`src/logic/psr_pkg.sv`:
```
`default_nettype none
package psr_pkg;
  // ***************************************************************
  // Field layout of the processor state register
  // ***************************************************************
  localparam int unsigned DATA_W = 32;
  localparam int unsigned FLD_W = 6;
  localparam int unsigned BIT_REGSET_IRQ_ENABLE = 23;
  localparam int unsigned BIT_NMI = 22;
  localparam int unsigned PRS_LSB = 16;
  localparam int unsigned CRS_LSB = 10;
  localparam int unsigned IL_LSB = 4;
  localparam int unsigned BIT_IH = 3;
  localparam int unsigned BIT_EH = 2;
  localparam int unsigned BIT_U = 1;
  localparam int unsigned BIT_PIE = 0;
  // ***************************************************************
  // Reset values and limits
  // ***************************************************************
  localparam logic RST_REGSET_IRQ_ENABLE = 1'h1;
  localparam logic RST_BIT = 1'h0;
  localparam logic [5:0] RST_FLD = 6'h00;
  localparam int unsigned MAX_REGSETS = 64;
endpackage : psr_pkg
`default_nettype wire
```
`src/logic/psr_core.sv`:
```
`timescale 1ns/100ps
`default_nettype none
module psr_core #(
  parameter int unsigned NUM_REGSETS = 2, // Implemented register sets
  parameter bit HAS_EIC = 1'b1,           // External controller interface present
  parameter bit HAS_MMU = 1'b1,           // MMU present
  parameter bit HAS_MPU = 1'b0,           // MPU present
  parameter bit HAS_ECC = 1'b0            // ECC present
) (
  input wire logic ref_clk_i,          // Processor clock
  input wire logic rst_n_i,            // Synchronous reset, active low
  input wire logic ctl_wr_i,           // Control write to the state register
  input wire logic [31:0] ctl_wdata_i, // Control write data
  input wire logic exc_i,              // Noninterrupt, nonbreak exception taken
  input wire logic brk_i,              // Break taken
  input wire logic irq_req_i,          // External controller request
  input wire logic irq_nmi_i,          // Request is nonmaskable
  input wire logic [5:0] irq_level_i,  // Requested level
  input wire logic [5:0] irq_regset_i, // Requested register set
  output logic [31:0] state_o,         // State register value, registered one cycle behind the fields
  output logic [31:0] saved_o,         // State captured at the last event
  output logic save_o,                 // Pulse: saved_o just captured
  output logic irq_ack_o               // Pulse: request taken
);
  localparam int unsigned SW = (NUM_REGSETS > 1) ? $clog2(NUM_REGSETS) : 1;
  localparam bit HAS_SRS = (NUM_REGSETS > 1);
  localparam bit HAS_REGSET_IRQ_ENABLE = HAS_EIC && HAS_SRS;
  localparam bit HAS_EH = HAS_MMU || HAS_ECC;
  localparam bit HAS_U = HAS_MMU || HAS_MPU;

  // Refuse configurations the set fields cannot hold
  if (NUM_REGSETS < 1 || NUM_REGSETS > psr_pkg::MAX_REGSETS) begin : g_chk
    $error("NUM_REGSETS out of range");
  end

  // ***************************************************************
  // State fields
  // ***************************************************************
  logic regset_irq_enable, nmi, ih, eh, umode, proc_irq_enable;
  logic [5:0] previous_regset, current_regset, il;
  logic next_regset_irq_enable, next_nmi, next_ih, next_eh, next_umode, next_pie;
  logic [5:0] next_prs, next_crs, next_il;
  logic [31:0] cur;
  logic [31:0] next_saved;
  logic next_save, next_ack;
  logic accept, take_irq, any_exc, copy_prs;
  logic [5:0] set_mask;

  // Only the implemented low bits of the set fields ever hold ones
  assign set_mask = HAS_SRS ? 6'((1 << SW) - 1) : 6'h00;

  // Live register image; absent fields are constants
  always_comb begin
    cur = 32'h0000_0000;
    cur[psr_pkg::BIT_REGSET_IRQ_ENABLE] = HAS_REGSET_IRQ_ENABLE ? regset_irq_enable : 1'h1;
    cur[psr_pkg::BIT_NMI] = nmi;
    cur[psr_pkg::PRS_LSB +: psr_pkg::FLD_W] = previous_regset;
    cur[psr_pkg::CRS_LSB +: psr_pkg::FLD_W] = current_regset;
    cur[psr_pkg::IL_LSB +: psr_pkg::FLD_W] = il;
    cur[psr_pkg::BIT_IH] = ih;
    cur[psr_pkg::BIT_EH] = eh;
    cur[psr_pkg::BIT_U] = umode;
    cur[psr_pkg::BIT_PIE] = proc_irq_enable;
  end

  psr_irq_gate u_gate (
    .req_i(irq_req_i && HAS_EIC),
    .nmi_i(irq_nmi_i),
    .level_i(irq_level_i),
    .regset_i(irq_regset_i & set_mask),
    .pie_i(proc_irq_enable),
    .regset_irq_enable_i(cur[psr_pkg::BIT_REGSET_IRQ_ENABLE]),
    .il_i(il),
    .crs_i(current_regset),
    .accept_o(accept)
  );

  // Next-state: software write first, hardware events override it,
  // so an event in the cycle of a clearing write is never lost.
  always_comb begin
    take_irq = accept && !brk_i && !exc_i;
    any_exc = brk_i || exc_i || take_irq;
    // Under an MMU, breaks always copy; interrupts and other exceptions copy only with EH still 0
    copy_prs = any_exc && (!HAS_MMU || brk_i || !eh);
    next_regset_irq_enable = regset_irq_enable;
    next_nmi = nmi;
    next_prs = previous_regset;
    next_crs = current_regset;
    next_il = il;
    next_ih = ih;
    next_eh = eh;
    next_umode = umode;
    next_pie = proc_irq_enable;
    if (ctl_wr_i) begin
      next_regset_irq_enable = ctl_wdata_i[psr_pkg::BIT_REGSET_IRQ_ENABLE] && HAS_REGSET_IRQ_ENABLE;
      next_prs = ctl_wdata_i[psr_pkg::PRS_LSB +: psr_pkg::FLD_W] & set_mask;
      next_il = HAS_EIC ? ctl_wdata_i[psr_pkg::IL_LSB +: psr_pkg::FLD_W] : 6'h00;
      next_ih = ctl_wdata_i[psr_pkg::BIT_IH] && HAS_EIC;
      next_eh = ctl_wdata_i[psr_pkg::BIT_EH] && HAS_EH;
      next_umode = ctl_wdata_i[psr_pkg::BIT_U] && HAS_U;
      next_pie = ctl_wdata_i[psr_pkg::BIT_PIE];
    end
    if (any_exc) begin
      next_pie = 1'h0;
      next_umode = 1'h0;
      next_eh = HAS_EH;
    end
    if (copy_prs) begin
      next_prs = current_regset;
    end
    if (brk_i || exc_i) begin
      next_crs = 6'h00;
    end else if (take_irq) begin
      next_crs = irq_regset_i & set_mask;
      next_ih = 1'h1;
      if (irq_nmi_i) begin
        next_nmi = 1'h1;
      end
    end
    // Saved copy is the image before this cycle's update
    next_save = any_exc;
    next_saved = any_exc ? cur : saved_o;
    next_ack = take_irq;
  end

  // Registers; reset values per field
  always_ff @(posedge ref_clk_i) begin
    if (!rst_n_i) begin
      regset_irq_enable <= psr_pkg::RST_REGSET_IRQ_ENABLE;
      nmi <= psr_pkg::RST_BIT;
      previous_regset <= psr_pkg::RST_FLD;
      current_regset <= psr_pkg::RST_FLD;
      il <= psr_pkg::RST_FLD;
      ih <= psr_pkg::RST_BIT;
      eh <= psr_pkg::RST_BIT;
      umode <= psr_pkg::RST_BIT;
      proc_irq_enable <= psr_pkg::RST_BIT;
      saved_o <= 32'h0000_0000;
      save_o <= 1'h0;
      irq_ack_o <= 1'h0;
      state_o <= 32'h0080_0000;
    end else begin
      regset_irq_enable <= next_regset_irq_enable;
      nmi <= next_nmi;
      previous_regset <= next_prs;
      current_regset <= next_crs;
      il <= next_il;
      ih <= next_ih;
      eh <= next_eh;
      umode <= next_umode;
      proc_irq_enable <= next_pie;
      saved_o <= next_saved;
      save_o <= next_save;
      irq_ack_o <= next_ack;
      state_o <= cur;
    end
  end
endmodule : psr_core
`default_nettype wire

```
`src/logic/psr_irq_gate.sv`:
```
`timescale 1ns/100ps
`default_nettype none
// ***************************************************************
// Decides whether an external request may be serviced now
// ***************************************************************
module psr_irq_gate (
  input wire logic req_i,          // Request valid
  input wire logic nmi_i,          // Request is nonmaskable
  input wire logic [5:0] level_i,  // Requested level
  input wire logic [5:0] regset_i, // Requested register set
  input wire logic pie_i,          // Processor interrupt enable
  input wire logic regset_irq_enable_i,         // Register-set interrupt enable
  input wire logic [5:0] il_i,     // Level threshold
  input wire logic [5:0] crs_i,    // Set in use
  output logic accept_o            // Request may be taken
);
  logic maskable_ok;
  logic set_ok;

  // Nonmaskable requests bypass enable and level checks
  always_comb begin
    set_ok = regset_irq_enable_i || (regset_i != crs_i);
    maskable_ok = pie_i && (level_i > il_i) && set_ok;
    accept_o = req_i && (nmi_i || maskable_ok);
  end
endmodule : psr_irq_gate
`default_nettype wire

```
`config.mk`:
```
export PLATFORM = sky130hd
export DESIGN_NAME = psr_core
export DESIGN_NICKNAME = d
export VERILOG_FILES = /design/src/logic/psr_pkg.sv /design/src/logic/psr_core.sv /design/src/logic/psr_irq_gate.sv
export SDC_FILE = /design/constraint.sdc
export NUM_CORES = 1
export LEC_CHECK = 0
export BUFFER_PORTS_ARGS = -buffer_cell sky130_fd_sc_hd__buf_4
export CORE_ASPECT_RATIO = 1.4
export CORE_UTILIZATION = 39
export DETAILED_ROUTE_END_ITERATION = 8
export PLACE_DENSITY = 0.77
export SLEW_MARGIN = 20
export SYNTH_ARGS = -nofsm -noshare
export SYNTH_HDL_FRONTEND = slang
export SYNTH_HIERARCHICAL = 1
export SYNTH_SLANG_ARGS = --single-unit
```
`constraint.sdc`:
```
create_clock -name ref_clk_i -period 4.1 [get_ports ref_clk_i]
set_clock_uncertainty 0.1 [all_clocks]
set_input_delay 0.615 -clock ref_clk_i [delete_from_list [all_inputs] [get_ports ref_clk_i]]
set_output_delay 0.615 -clock ref_clk_i [all_outputs]
set_load 0.01 [all_outputs]
```
# Word-level counts from Yosys, hierarchy flattened
# Cells that the tools add are included.
[op_classes]
n_reduce_logical = 19
n_eq_ne = 1
magnitude_cmp = 1
muxes = 7
bitwise_logic = 2
[op_table]
columns = ["operator", "n"]
rows = [
  ["6-bit 2-to-1 mux", 2],
  ["6-bit greater-than comparator", 1],
  ["1-bit logical AND", 6],
  ["1-bit logical OR", 5],
  ["1-bit 2-to-1 mux", 5],
  ["2-bit nonzero test", 2],
  ["2-bit OR reduction", 2],
  ["1-bit logical NOT", 3],
  ["3-bit AND reduction", 1],
  ["1-bit NOT", 2],
  ["1-bit inequality test", 1],
]
[totals]
reg_bits = 67
out_inout_bits = 66

# Depth between registers and ports, before layout
# Gate-level depths: netlist (run 1).
[depth]
ltp_word = 10
depth_mapped = 10
depth_no_buf = 9

# Hierarchy
# The synthesis (run 1) kept the hierarchy.
[by_module_without_submodules]
columns = ["mod", "cells_each", "instances", "area_each_um2"]
rows = [
  ["psr_core", 150, 1, 1691.6],
  ["psr_irq_gate", 31, 1, 234.0],
]

# Worst setup path after synthesis (run 1)
# Ideal clock, no wire load.
[synth_timing]
path_type = "input-to-reg"
from = "input port irq_level_i[4]"
to = "register saved_o[3]"
cell_stages = 8
setup_time_ns = 0.117
arrival_time_ns = 2.402
slack_ns = 1.481
t_required_ns = 3.883
cell_sequence = "ha_1 a21o_1 a2111oi_2 nor3_1 buf_2 o31a_1 buf_2 a22o_1"
[synth_via]
elab_chain_cells = 8
[synth_lines]
columns = ["item", "line_no", "rtl"]
rows = [
  ["from (decl)", "psr_core.sv:18", "input wire logic [5:0] irq_level_i,"],
  ["6-bit greater-than comparator", "psr_irq_gate.sv:23", "maskable_ok = pie_i && (level_i > il_i) && set_ok;"],
  ["1-bit logical AND (2 in a row)", "psr_irq_gate.sv:23", ""],
  ["1-bit logical OR", "psr_irq_gate.sv:24", "accept_o = req_i && (nmi_i || maskable_ok);"],
  ["1-bit logical AND", "psr_irq_gate.sv:24", ""],
  ["named net accept", "psr_core.sv:46", "logic accept, take_irq, any_exc, copy_prs;"],
  ["1-bit logical AND (2 in a row)", "psr_core.sv:81", "take_irq = accept && !brk_i && !exc_i;"],
  ["1-bit logical OR", "psr_core.sv:82", "any_exc = brk_i || exc_i || take_irq;"],
  ["to (signal assigned)", "psr_core.sv:152", "saved_o <= next_saved;"],
  ["to (decl)", "psr_core.sv:21", "output logic [31:0] saved_o,"],
]
# The timed path passes the listed nets, and every way through them passes these cells.
# A chain may end at the register's enable or synchronous reset.

# Worst setup path in the final report (run 1)
[layout_timing]
from = "input port irq_level_i[4]"
to = "register saved_o[23]"
# Same word-level chain as after synthesis.

==> metrics.csv, run 1 <==
stage,metric,value,unit
die,dieArea,5230,um^2
synth,ys_seq_elements,44,
synth,yosys.area.top_type_share,45.7,%
synth,synth.area.mux_share,7.47,%
cts,clockRootBuffer,clkbuf_8,
critical_path,start_kind,input pin,
critical_path,r2r_cells,8,
timing,setup_violations,0,
cts,clkSinkCount,44,
synth,syn_inst,181,
job,maxCapViolCount,0,
route,via_count,1331,
synth,synth_area_leader_cell,dfxtp_1,
timing,worstMarginPinSlew,0.682,ns
timing,hold_ws,0.367,ns
power,leakage,1.19,nW
synth,synth_warnings,6,
placement,dp_cells,302,
route,drt_pass1_iterations,3,
power,powerDensity,353,nW/um^2
cts,ctsHoldBuffers,0,
route,final_antenna_net_count,0,
critical_path,path_max_fanout,16,
synth,synthSimpleGateAreaFrac,11.8,%
cells_and_area,layout_common_cells,"56 x buf_4, 46 x conb_1, 44 x dfxtp_1",
timing,fin_crit_sh,62.4,%
critical_path,cp-end-kind,flop,
timing,hold_viol,0,
die,initial_core_util,41.5,%
global_routing,gr-total-overflow,0,
cells_and_area,final_util,51.1,%
synth,synth_xor_area_share,2.73,%
cts,numCtsBuffers,5,
global_routing,grt.total_usage,13.7,%
route,drt-total-wl,3410,um
synth,ys_seq_area_share,45.7,%
route,drt_iter0_markers,31,
cts,post-cts-setup-buffer-count,0,
synth,syn_area,1930,um^2
route,via_per_inst,4.29,
route,drcViolationCount,0,
cts,cts_tree,done,
die,rows,29,
die,fp.dieW,61.4,um
timing,rsz0062_at_grt,false,
cells_and_area,syn_to_final_growth,23.1,%
cells_and_area,final_cells,310,
die,fp.dieH,85.1,um
die,core,4640,um^2
cts,htree_levels,2,
timing,drv_slew,0,
critical_path,rr_endpoint,saved_o[23]$_SDFFE_PN0P_,
timing,period_minus_slack,2.56,ns
route,routedWlPerCell,11.0,um
placement,place.port_buffers,55,
cells_and_area,drive_above_1_share,28.2,%
synth,synth_compound_area_share,10.7,%
min_path,worstHoldPathType,flop to flop,
placement,hpwl,2530,um
die,io_pins,117,
cells_and_area,num-nets-final,304,
global_routing,first_global_vias,1169,
cells_and_area,diodes,0,
critical_path,r2r_start,il[4]$_SDFFE_PN0P_,
critical_path,crit_start,irq_level_i[4],
global_routing,grt_first_pass_wirelength,5260,um
power,vdd_drop_max,0.119,mV
run_status,status,"finished, final reports clean",
critical_path,endpoint,saved_o[23]$_SDFFE_PN0P_,
cells_and_area,final_common_cell,buf_4,
synth,synth_top_family_by_area,buffers and inverters,
global_routing,antenna_found_initial,0,
power,p_total,0.836,mW
cts,cts_resized,0,
timing,maxSlewHeadroom,54.5,%
global_routing,grt_max_degree,27,
placement,place_congestion,0.717,
cts,clk_pin_slew,0.08,ns
critical_path,critPathArrivalTime,2.64,ns
synth,synth_fa_ha_area_share,3.90,%
critical_path,cp.required,4.18,ns
critical_path,r2r_setup_slack,1.55,ns
synth,syn_avg_cell_area,10.6,um^2
synth,synth_area_leaders,"dfxtp_1 46%, buf_4 14%, a22o_1 6.4%",
cts,insertion_delay,0.29,ns
timing,fmax,0.391,GHz
timing,fin_tns_setup,0,ns
cts,clk_path_buf_depth,2,
critical_path,crit_type,input pin to flop,
synth,yosysUniqueCellTypes,32,
through the flow:
| stage | area [um^2] | setup slack [ns] |
|---|---|---|
| 2_1_floorplan | 2090 | 1.48 |
| 3_3_place_gp | 2280 | 1.24 |
| 3_5_place_dp | 2280 | 1.23 |
| 4_1_cts | 2370 | 1.51 |
| 5_1_grt | 2370 | 1.39 |
| 6_report | 2370 | 1.54 |
Yosys cell counts:
| library cell | instances |
|---|---|
| conb_1 | 1 |
| o21a_1 | 1 |
| and2_1 | 13 |
| inv_1 | 7 |
| nor2_8 | 1 |
| xnor2_1 | 3 |
| buf_2 | 4 |
| nand2_1 | 1 |
| nor3_1 | 3 |
| a22o_1 | 14 |
| mux2i_1 | 11 |
| nor4_1 | 1 |
| nor2b_1 | 7 |
| buf_8 | 1 |
| a21oi_1 | 2 |
| buf_4 | 36 |
| mux2_2 | 3 |
| or2b_1 | 1 |
| o21bai_1 | 1 |
| nor2_1 | 4 |
| ha_1 | 6 |
| dfxtp_1 | 44 |
| nand3b_1 | 1 |
| o21ai_0 | 1 |
| clkbuf_1 | 1 |
| a2111oi_2 | 1 |
| or3b_4 | 1 |
| o31a_1 | 1 |
| a21o_1 | 4 |
| nand4_1 | 1 |
| nand3_1 | 2 |
| xor2_1 | 3 |
metal layers:
layer  part of all wire, %  wire length [um]  track usage (%)
met1                    41              1400             15.0
met2                    50              1720             24.2
met3                   7.2               246             3.96
met4                   1.4                47             4.85
met5                     0                 0                0
worst max-delay path: stages:
cell and delay [ns]:
buf_4 0.11, ha_1 0.30, a21o_1 0.19, a2111oi_2 0.34, nor3_1 0.10, buf_4 0.18, o31a_1 0.53, a22o_1 0.27
worst min path at each step:
stage	from	endpoint	slack (ns)	cells past startpoint
2_1_floorplan	nmi$_SDFFE_PN0P_	saved_o[22]$_SDFFE_PN0P_	0.33	1
3_3_place_gp	nmi$_SDFFE_PN0P_	saved_o[22]$_SDFFE_PN0P_	0.35	1
3_5_place_dp	nmi$_SDFFE_PN0P_	saved_o[22]$_SDFFE_PN0P_	0.36	1
4_1_cts	nmi$_SDFFE_PN0P_	saved_o[22]$_SDFFE_PN0P_	0.37	1
5_1_grt	nmi$_SDFFE_PN0P_	saved_o[22]$_SDFFE_PN0P_	0.39	1
6_report	nmi$_SDFFE_PN0P_	saved_o[22]$_SDFFE_PN0P_	0.37	1
logic make-up after synthesis:
group | after synthesis
AO/OA/AOI/OAI | 25
adder cells (fa/ha/maj) | 6
multiplexers | 14
XOR/XNOR | 6
buffers and inverters | 49
AND/OR/NAND/NOR | 36
flip-flops | 44
other | 1
state kept, by name, indices dropped and copies added (netlist names):
signal	count
eh	1
irq_ack_o	1
previous_regset	1
umode	1
saved_o	14
il	6
nmi	1
state_o	14
save_o	1
ih	1
proc_irq_enable	1
regset_irq_enable	1
current_regset	1
power breakdown:
part | leakage (nW) | switching, mW | internal [mW]
Clock | 0.0479 | 0.144 | 0.119
Sequential | 0.360 | 0.0101 | 0.445
Combinational | 0.777 | 0.0612 | 0.0571
cell type report:
class	instances	area, um^2
Clock buffer	5	68.8
Clock inverter	3	18.8
Fill cell	465	2270
Inverter	7	26.3
Multi-Input combinational cell	133	878
Sequential cell	44	881
Tap cell	62	77.6
Timing Repair Buffer	56	420
Power figures use the tool's default switching activity.
==> run 2: changes to the inputs <==
--- a/config.mk
+++ b/config.mk
@@ -9,7 +9,7 @@
 export CORE_ASPECT_RATIO = 1.4
 export CORE_UTILIZATION = 39
 export DETAILED_ROUTE_END_ITERATION = 8
-export PLACE_DENSITY = 0.77
+export PLACE_DENSITY = 0.79
 export SLEW_MARGIN = 20
 export SYNTH_ARGS = -nofsm -noshare
 export SYNTH_HDL_FRONTEND = slang
==> constraint.sdc (replaced) <==
create_clock -name ref_clk_i -period 2.2 [get_ports ref_clk_i]
set_clock_uncertainty 0.1 [all_clocks]
set_input_delay 0.33 -clock ref_clk_i [delete_from_list [all_inputs] [get_ports ref_clk_i]]
set_output_delay 0.33 -clock ref_clk_i [all_outputs]
set_load 0.01 [all_outputs]
==> run 2 against run 1 <==
Clock power grew to 2.5 times the previous value. Power up 110%. Final cell count is 2.9% higher. Largest power group unchanged. First-iteration DRC count shrank 9.7%. Sequential power is 86% higher. Cell area is 9.3% higher. Wire length grew 10%. Via count rose by 0.75%. Sequential share of layout area decreased by 3.0 points. Global-route usage up 0.71 points. Non-clock buffer count up 9. Worst setup slack lost 1.5 ns.
==> metrics.csv, run 2 (synthesized netlist as in run 1, its figures left out) <==
stage,metric,value,unit,change
cts,clk_pin_slew,0.08,ns,about the same
timing,layout_setup_ws,0.0351,ns,was 1.54 ns
cells_and_area,diodes,0,,unchanged
critical_path,start_kind,flop,,was input pin
route,via_per_inst,4.20,,was 4.29
die,core,4640,um^2,unchanged
route,drcViolationCount,0,,unchanged
global_routing,first_global_vias,1258,,was 1169
min_path,worstHoldPathType,input pin to flop,,was flop to flop
power,leakage,1.26,nW,was 1.19 nW
timing,fin_tns_setup,0,ns,unchanged
die,rows,29,,unchanged
run_status,status,"finished, final reports clean",,unchanged
critical_path,cp.required,2.29,ns,was 4.18 ns
placement,hpwl,2640,um,was 2530 um
cts,clockRootBuffer,clkbuf_8,,unchanged
cells_and_area,largest_registers,"saved_o (14), state_o (14), il (6)",,unchanged
cells_and_area,final_common_cell,buf_4,,unchanged
timing,hold_ws,0.142,ns,was 0.367 ns
cells_and_area,layout_common_cells,"63 x buf_4, 46 x conb_1, 40 x dfxtp_1",,"was 56 x buf_4, 46 x conb_1, 44 x dfxtp_1"
power,powerDensity,689,nW/um^2,was 353 nW/um^2
cts,insertion_delay,0.30,ns,was 0.29 ns
cts,numCtsBuffers,5,,unchanged
timing,setup_violations,0,,unchanged
critical_path,crit_type,flop to flop,,was input pin to flop
cells_and_area,final_cells,319,,was 310
route,final_antenna_net_count,0,,unchanged
cells_and_area,drive_above_1_share,36.6,%,was 28.2%
global_routing,use_met1,14.7,%,was 15.0%
cts,clkSinkCount,44,,unchanged
placement,place_congestion,0.756,,was 0.717
global_routing,met2_usage,24.9,%,was 24.2%
die,initial_core_util,41.5,%,unchanged
placement,dp_slack,-0.0960,ns,was 1.23 ns
route,via_count,1341,,was 1331
job,maxCapViolCount,0,,unchanged
power,vdd_drop_max,0.292,mV,was 0.119 mV
global_routing,use_met3,5.79,%,was 3.96%
route,routedWlPerCell,11.8,um,was 11.0 um
cells_and_area,multi_input_area,981,um^2,was 878 um^2
placement,place_area,2350,um^2,was 2280 um^2
critical_path,critPathArrivalTime,2.26,ns,was 2.64 ns
cts,htree_levels,2,,unchanged
timing,fmax,0.462,GHz,
global_routing,grt.total_usage,14.4,%,was 13.7%
route,drt_pass1_iterations,4,,was 3
route,drt_iter0_markers,28,,was 31
global_routing,top_usage_layer,met2,,unchanged
cells_and_area,syn_to_final_growth,34.6,%,was 23.1%
cells_and_area,register_area,886,um^2,was 881 um^2
cells_and_area,stdcell_area,2590,um^2,was 2370 um^2
global_routing,grt_max_degree,27,,unchanged
critical_path,path_max_fanout,6,,was 16
placement,dp_cells,311,,was 302
timing,period_minus_slack,2.16,ns,
global_routing,grt_first_pass_wirelength,5420,um,was 5260 um
global_routing,gr-total-overflow,0,,unchanged
power,p_total,1.79,mW,was 0.836 mW
cells_and_area,final_util,55.8,%,was 51.1%
die,dieArea,5230,um^2,unchanged
timing,fin_crit_sh,98.4,%,
die,fp.dieW,61.4,um,unchanged
route,drt-total-wl,3760,um,was 3410 um
cts,ctsHoldBuffers,0,,unchanged
global_routing,antenna_found_initial,0,,unchanged
timing,drv_slew,0,,unchanged
cells_and_area,num-fill-cells,439,,was 465
cells_and_area,num-nets-final,313,,was 304
critical_path,cp-end-kind,flop,,unchanged
timing,hold_viol,0,,unchanged
die,io_pins,117,,unchanged
die,fp.dieH,85.1,um,unchanged
cts,clk_path_buf_depth,2,,unchanged
cts,cts_tree,done,,unchanged
placement,place.port_buffers,55,,unchanged
cts,post-cts-setup-buffer-count,0,,unchanged
run 2: cell types whose count changed in the layout (fill, tap and decap cells not counted), moves of 2 or more:
cell | before | now
buf_6 | 0 | 2
ha_4 | 0 | 5
dfxtp_1 | 44 | 40
clkinv_2 | 2 | 0
clkbuf_8 | 5 | 7
dfxtp_2 | 0 | 4
buf_4 | 56 | 63
a21oi_1 | 2 | 0
ha_1 | 6 | 1
run 2: critical path, stage by stage, from the launching register on:
cell     delay [ns]
dfxtp_1        0.33
inv_1          0.06
ha_4           0.28
nand3_2        0.09
o21a_1         0.18
o21ai_0        0.23
nor3_2         0.09
o31a_1         0.35
buf_6          0.15
a22o_1         0.18
run 2: cell type report:
| class | count | area share [%] |
|---|---|---|
| Multi-Input combinational cell | 133 | 37.8 |
| Sequential cell | 44 | 34.2 |
| Timing Repair Buffer | 65 | 19.1 |
| Clock buffer | 7 | 3.72 |
| Tap cell | 62 | 2.99 |
| Clock inverter | 1 | 1.16 |
| Inverter | 7 | 1.01 |
run 2: final timing paths:
kind	depth (start not counted)	slack, ns	from	endpoint
worst max-delay path	9	0.04	il[5]$_SDFFE_PN0P_	saved_o[9]$_SDFFE_PN0P_
worst max register to register	9	0.04	il[5]$_SDFFE_PN0P_	saved_o[9]$_SDFFE_PN0P_
worst min register to register	1	0.37	nmi$_SDFFE_PN0P_	saved_o[22]$_SDFFE_PN0P_
worst min-delay path	3	0.14	ctl_wdata_i[23]	regset_irq_enable$_SDFFE_PN1P_
run 2: what timing repair did:
| action | in CTS | in global routing |
|---|---|---|
| pin swaps | 0 | 6 |
| resized for setup | 2 | 17 |
| setup endpoints to repair | 11 | 17 |
| cloned | 0 | 1 |
run 2: per-layer routing:
layer  part of all wire, %  routed length [um]
met1                    39                1470
met2                    51                1920
met3                   8.4                 315
met4                   1.7                  63
met5                     0                   0
run 2: power by group:
part / switching (mW) / internal [mW] / total, mW
sequential: 0.0170 / 0.830 / 0.847
combinational: 0.135 / 0.136 / 0.271
clock: 0.269 / 0.400 / 0.669
total: 0.421 / 1.37 / 1.79
==> run 3: changes to the inputs <==
--- a/config.mk
+++ b/config.mk
@@ -9,7 +9,7 @@
 export CORE_ASPECT_RATIO = 1.4
 export CORE_UTILIZATION = 39
 export DETAILED_ROUTE_END_ITERATION = 8
-export PLACE_DENSITY = 0.79
+export PLACE_DENSITY = 0.76
 export SLEW_MARGIN = 20
 export SYNTH_ARGS = -nofsm -noshare
 export SYNTH_HDL_FRONTEND = slang
==> run 3 against run 2 <==
Utilization decreased by 1.4 points. Die area unchanged. Combinational power decreased by 5%. Cell area decreased by 2.5%. Final cell count decreased by 0.63%. Sequential share of layout area increased by 0.71 points. Register-to-register slack improved by 0.05 ns. Flip-flop and latch count unchanged. First-iteration DRC count increased by 86%. Worst setup slack improved by 0.051 ns.
==> metrics.csv, run 3 (synthesized netlist as in run 1, its figures left out) <==
stage,metric,value,unit,change
placement,dp_cells,309,,was 311
critical_path,path_max_fanout,6,,unchanged
global_routing,grt.total_usage,14.5,%,was 14.4%
placement,place_area,2340,um^2,was 2350 um^2
placement,dp_slack,-0.131,ns,was -0.0960 ns
die,initial_core_util,41.5,%,unchanged
critical_path,cp-end-kind,flop,,unchanged
timing,fin_crit_sh,96.1,%,was 98.4%
critical_path,cp.required,2.29,ns,about the same
cells_and_area,num-nets-final,311,,was 313
timing,fmax,0.473,GHz,was 0.462 GHz
global_routing,first_global_vias,1192,,was 1258
route,drt-total-wl,3670,um,was 3760 um
critical_path,max_stage_delay,0.34,ns,was 0.35 ns
timing,hold_ws,0.161,ns,was 0.142 ns
cells_and_area,syn_to_final_growth,31.3,%,was 34.6%
job,maxCapViolCount,0,,unchanged
die,dieArea,5230,um^2,unchanged
critical_path,crit_family,compound AO/OA/AOI/OAI gates,,unchanged
route,final_antenna_net_count,0,,unchanged
cts,insertion_delay,0.29,ns,was 0.30 ns
timing,setup_violations,0,,unchanged
placement,place_congestion,0.728,,was 0.756
cts,numCtsBuffers,5,,unchanged
cts,ctsHoldBuffers,0,,unchanged
timing,layout_setup_ws,0.0858,ns,was 0.0351 ns
route,drcViolationCount,0,,unchanged
placement,hpwl,2580,um,was 2640 um
cts,cts_tree,done,,unchanged
die,rows,29,,unchanged
critical_path,crit_type,flop to flop,,unchanged
cells_and_area,drive_above_1_share,33.7,%,was 36.6%
cts,clockRootBuffer,clkbuf_8,,unchanged
route,via_per_inst,4.29,,was 4.20
timing,drv_slew,0,,unchanged
timing,period_minus_slack,2.11,ns,was 2.16 ns
cts,post-cts-setup-buffer-count,0,,unchanged
critical_path,crit_path_top_delay_cell,dfxtp_1,,was o31a_1
die,fp.dieW,61.4,um,unchanged
die,fp.dieH,85.1,um,unchanged
cells_and_area,largest_registers,"saved_o (14), state_o (14), il (6)",,unchanged
critical_path,critPathArrivalTime,2.20,ns,was 2.26 ns
min_path,worstHoldPathType,input pin to flop,,unchanged
critical_path,crit_chain,inv_1 > ha_4 > nand3_1 > o21a_1 > o21ai_1 > nor3_2 > o31a_1 > buf_6 > a22o_1,,was inv_1 > ha_4 > nand3_2 > o21a_1 > o21ai_0 > nor3_2 > o31a_1 > buf_6 > a22o_1
cells_and_area,layout_common_cells,"60 x buf_4, 46 x conb_1, 43 x dfxtp_1",,"was 63 x buf_4, 46 x conb_1, 40 x dfxtp_1"
route,drt_iter0_markers,52,,was 28
global_routing,antenna_found_initial,0,,unchanged
route,drt_pass1_iterations,4,,unchanged
power,powerDensity,682,nW/um^2,was 689 nW/um^2
power,p_total,1.73,mW,was 1.79 mW
global_routing,grt_max_degree,27,,unchanged
global_routing,grt_first_pass_wirelength,5630,um,was 5420 um
cells_and_area,diodes,0,,unchanged
route,routedWlPerCell,11.6,um,was 11.8 um
die,io_pins,117,,unchanged
critical_path,start_kind,flop,,unchanged
cells_and_area,final_common_cell,buf_4,,unchanged
cells_and_area,final_cells,317,,was 319
run_status,status,"finished, final reports clean",,unchanged
global_routing,gr-total-overflow,0,,unchanged
cts,clk_path_buf_depth,2,,unchanged
cts,clkSinkCount,44,,unchanged
timing,hold_viol,0,,unchanged
cts,htree_levels,2,,unchanged
power,leakage,1.23,nW,was 1.26 nW
die,core,4640,um^2,unchanged
power,vdd_drop_max,0.341,mV,was 0.292 mV
cts,clk_pin_slew,0.08,ns,about the same
placement,place.port_buffers,55,,unchanged
route,via_count,1361,,was 1341
critical_path,crit_buf_inv,2,,unchanged
cells_and_area,stdcell_area,2530,um^2,was 2590 um^2
[run 3: changes by cell type in the layout (fill, tap and decap cells not counted), sizes merged]
cell	delta
clkbuf	-2
clkinvlp	+1
inv	+1
buf	-2
[run 3: per-stage QoR]
stage | utilization (%) | TNS, ns
floorplan | - | 0
global placement | 50.3 | -1.61
detailed placement | 50.3 | -1.73
CTS | 53.8 | -0.00525
global route | 54.4 | -0.00400
finish | 54.4 | 0
[run 3: area by class of cell]
class	instances	area, um^2
clock buffers	5	68.8
multi-input cells	133	943
repair buffers	63	484
clock inverters	3	46.3
flip-flops and latches	44	882
inverters	7	26.3
fillers	434	2120
well taps	62	77.6
[run 3: worst register-to-register path, delay by kind of cell (launching register included)]
family                     cells  cell delay [ns]
DFF                            1             0.34
buffers and inverters          2             0.23
adders and majority gates      1             0.28
and+or+nand+nor                2             0.20
AOI/OAI and AO/OA              4             0.85
[run 3: path summary, 6_finish.rpt]
path                           start  cells past startpoint  slack, ns                              to
max               il[5]$_SDFFE_PN0P_                      9       0.09         saved_o[0]$_SDFFE_PN0P_
min                  ctl_wdata_i[23]                      3       0.16  regset_irq_enable$_SDFFE_PN1P_
max reg2reg       il[5]$_SDFFE_PN0P_                      9       0.09         saved_o[0]$_SDFFE_PN0P_
min reg2reg  saved_o[6]$_SDFFE_PN0P_                      1       0.39         saved_o[6]$_SDFFE_PN0P_
[run 3: what timing repair did]
action,CTS,global route
setup endpoints to repair,15,17
gates resized for setup,9,5
pin swaps,3,3
cloned,1,0
[run 3: routing by layer]
metal	track usage [%]	up-vias	routed length, um
met4	4.85	0	29
met1	16.9	615	1480
met5	0	-	0
met3	3.81	4	266
li1	-	675	-
met2	24.9	67	1890
[run 3: where the power goes]
group          internal, mW  total [mW]  switching, mW
Combinational         0.128       0.258          0.129
Clock                 0.342       0.622          0.280
Sequential            0.829       0.846         0.0171
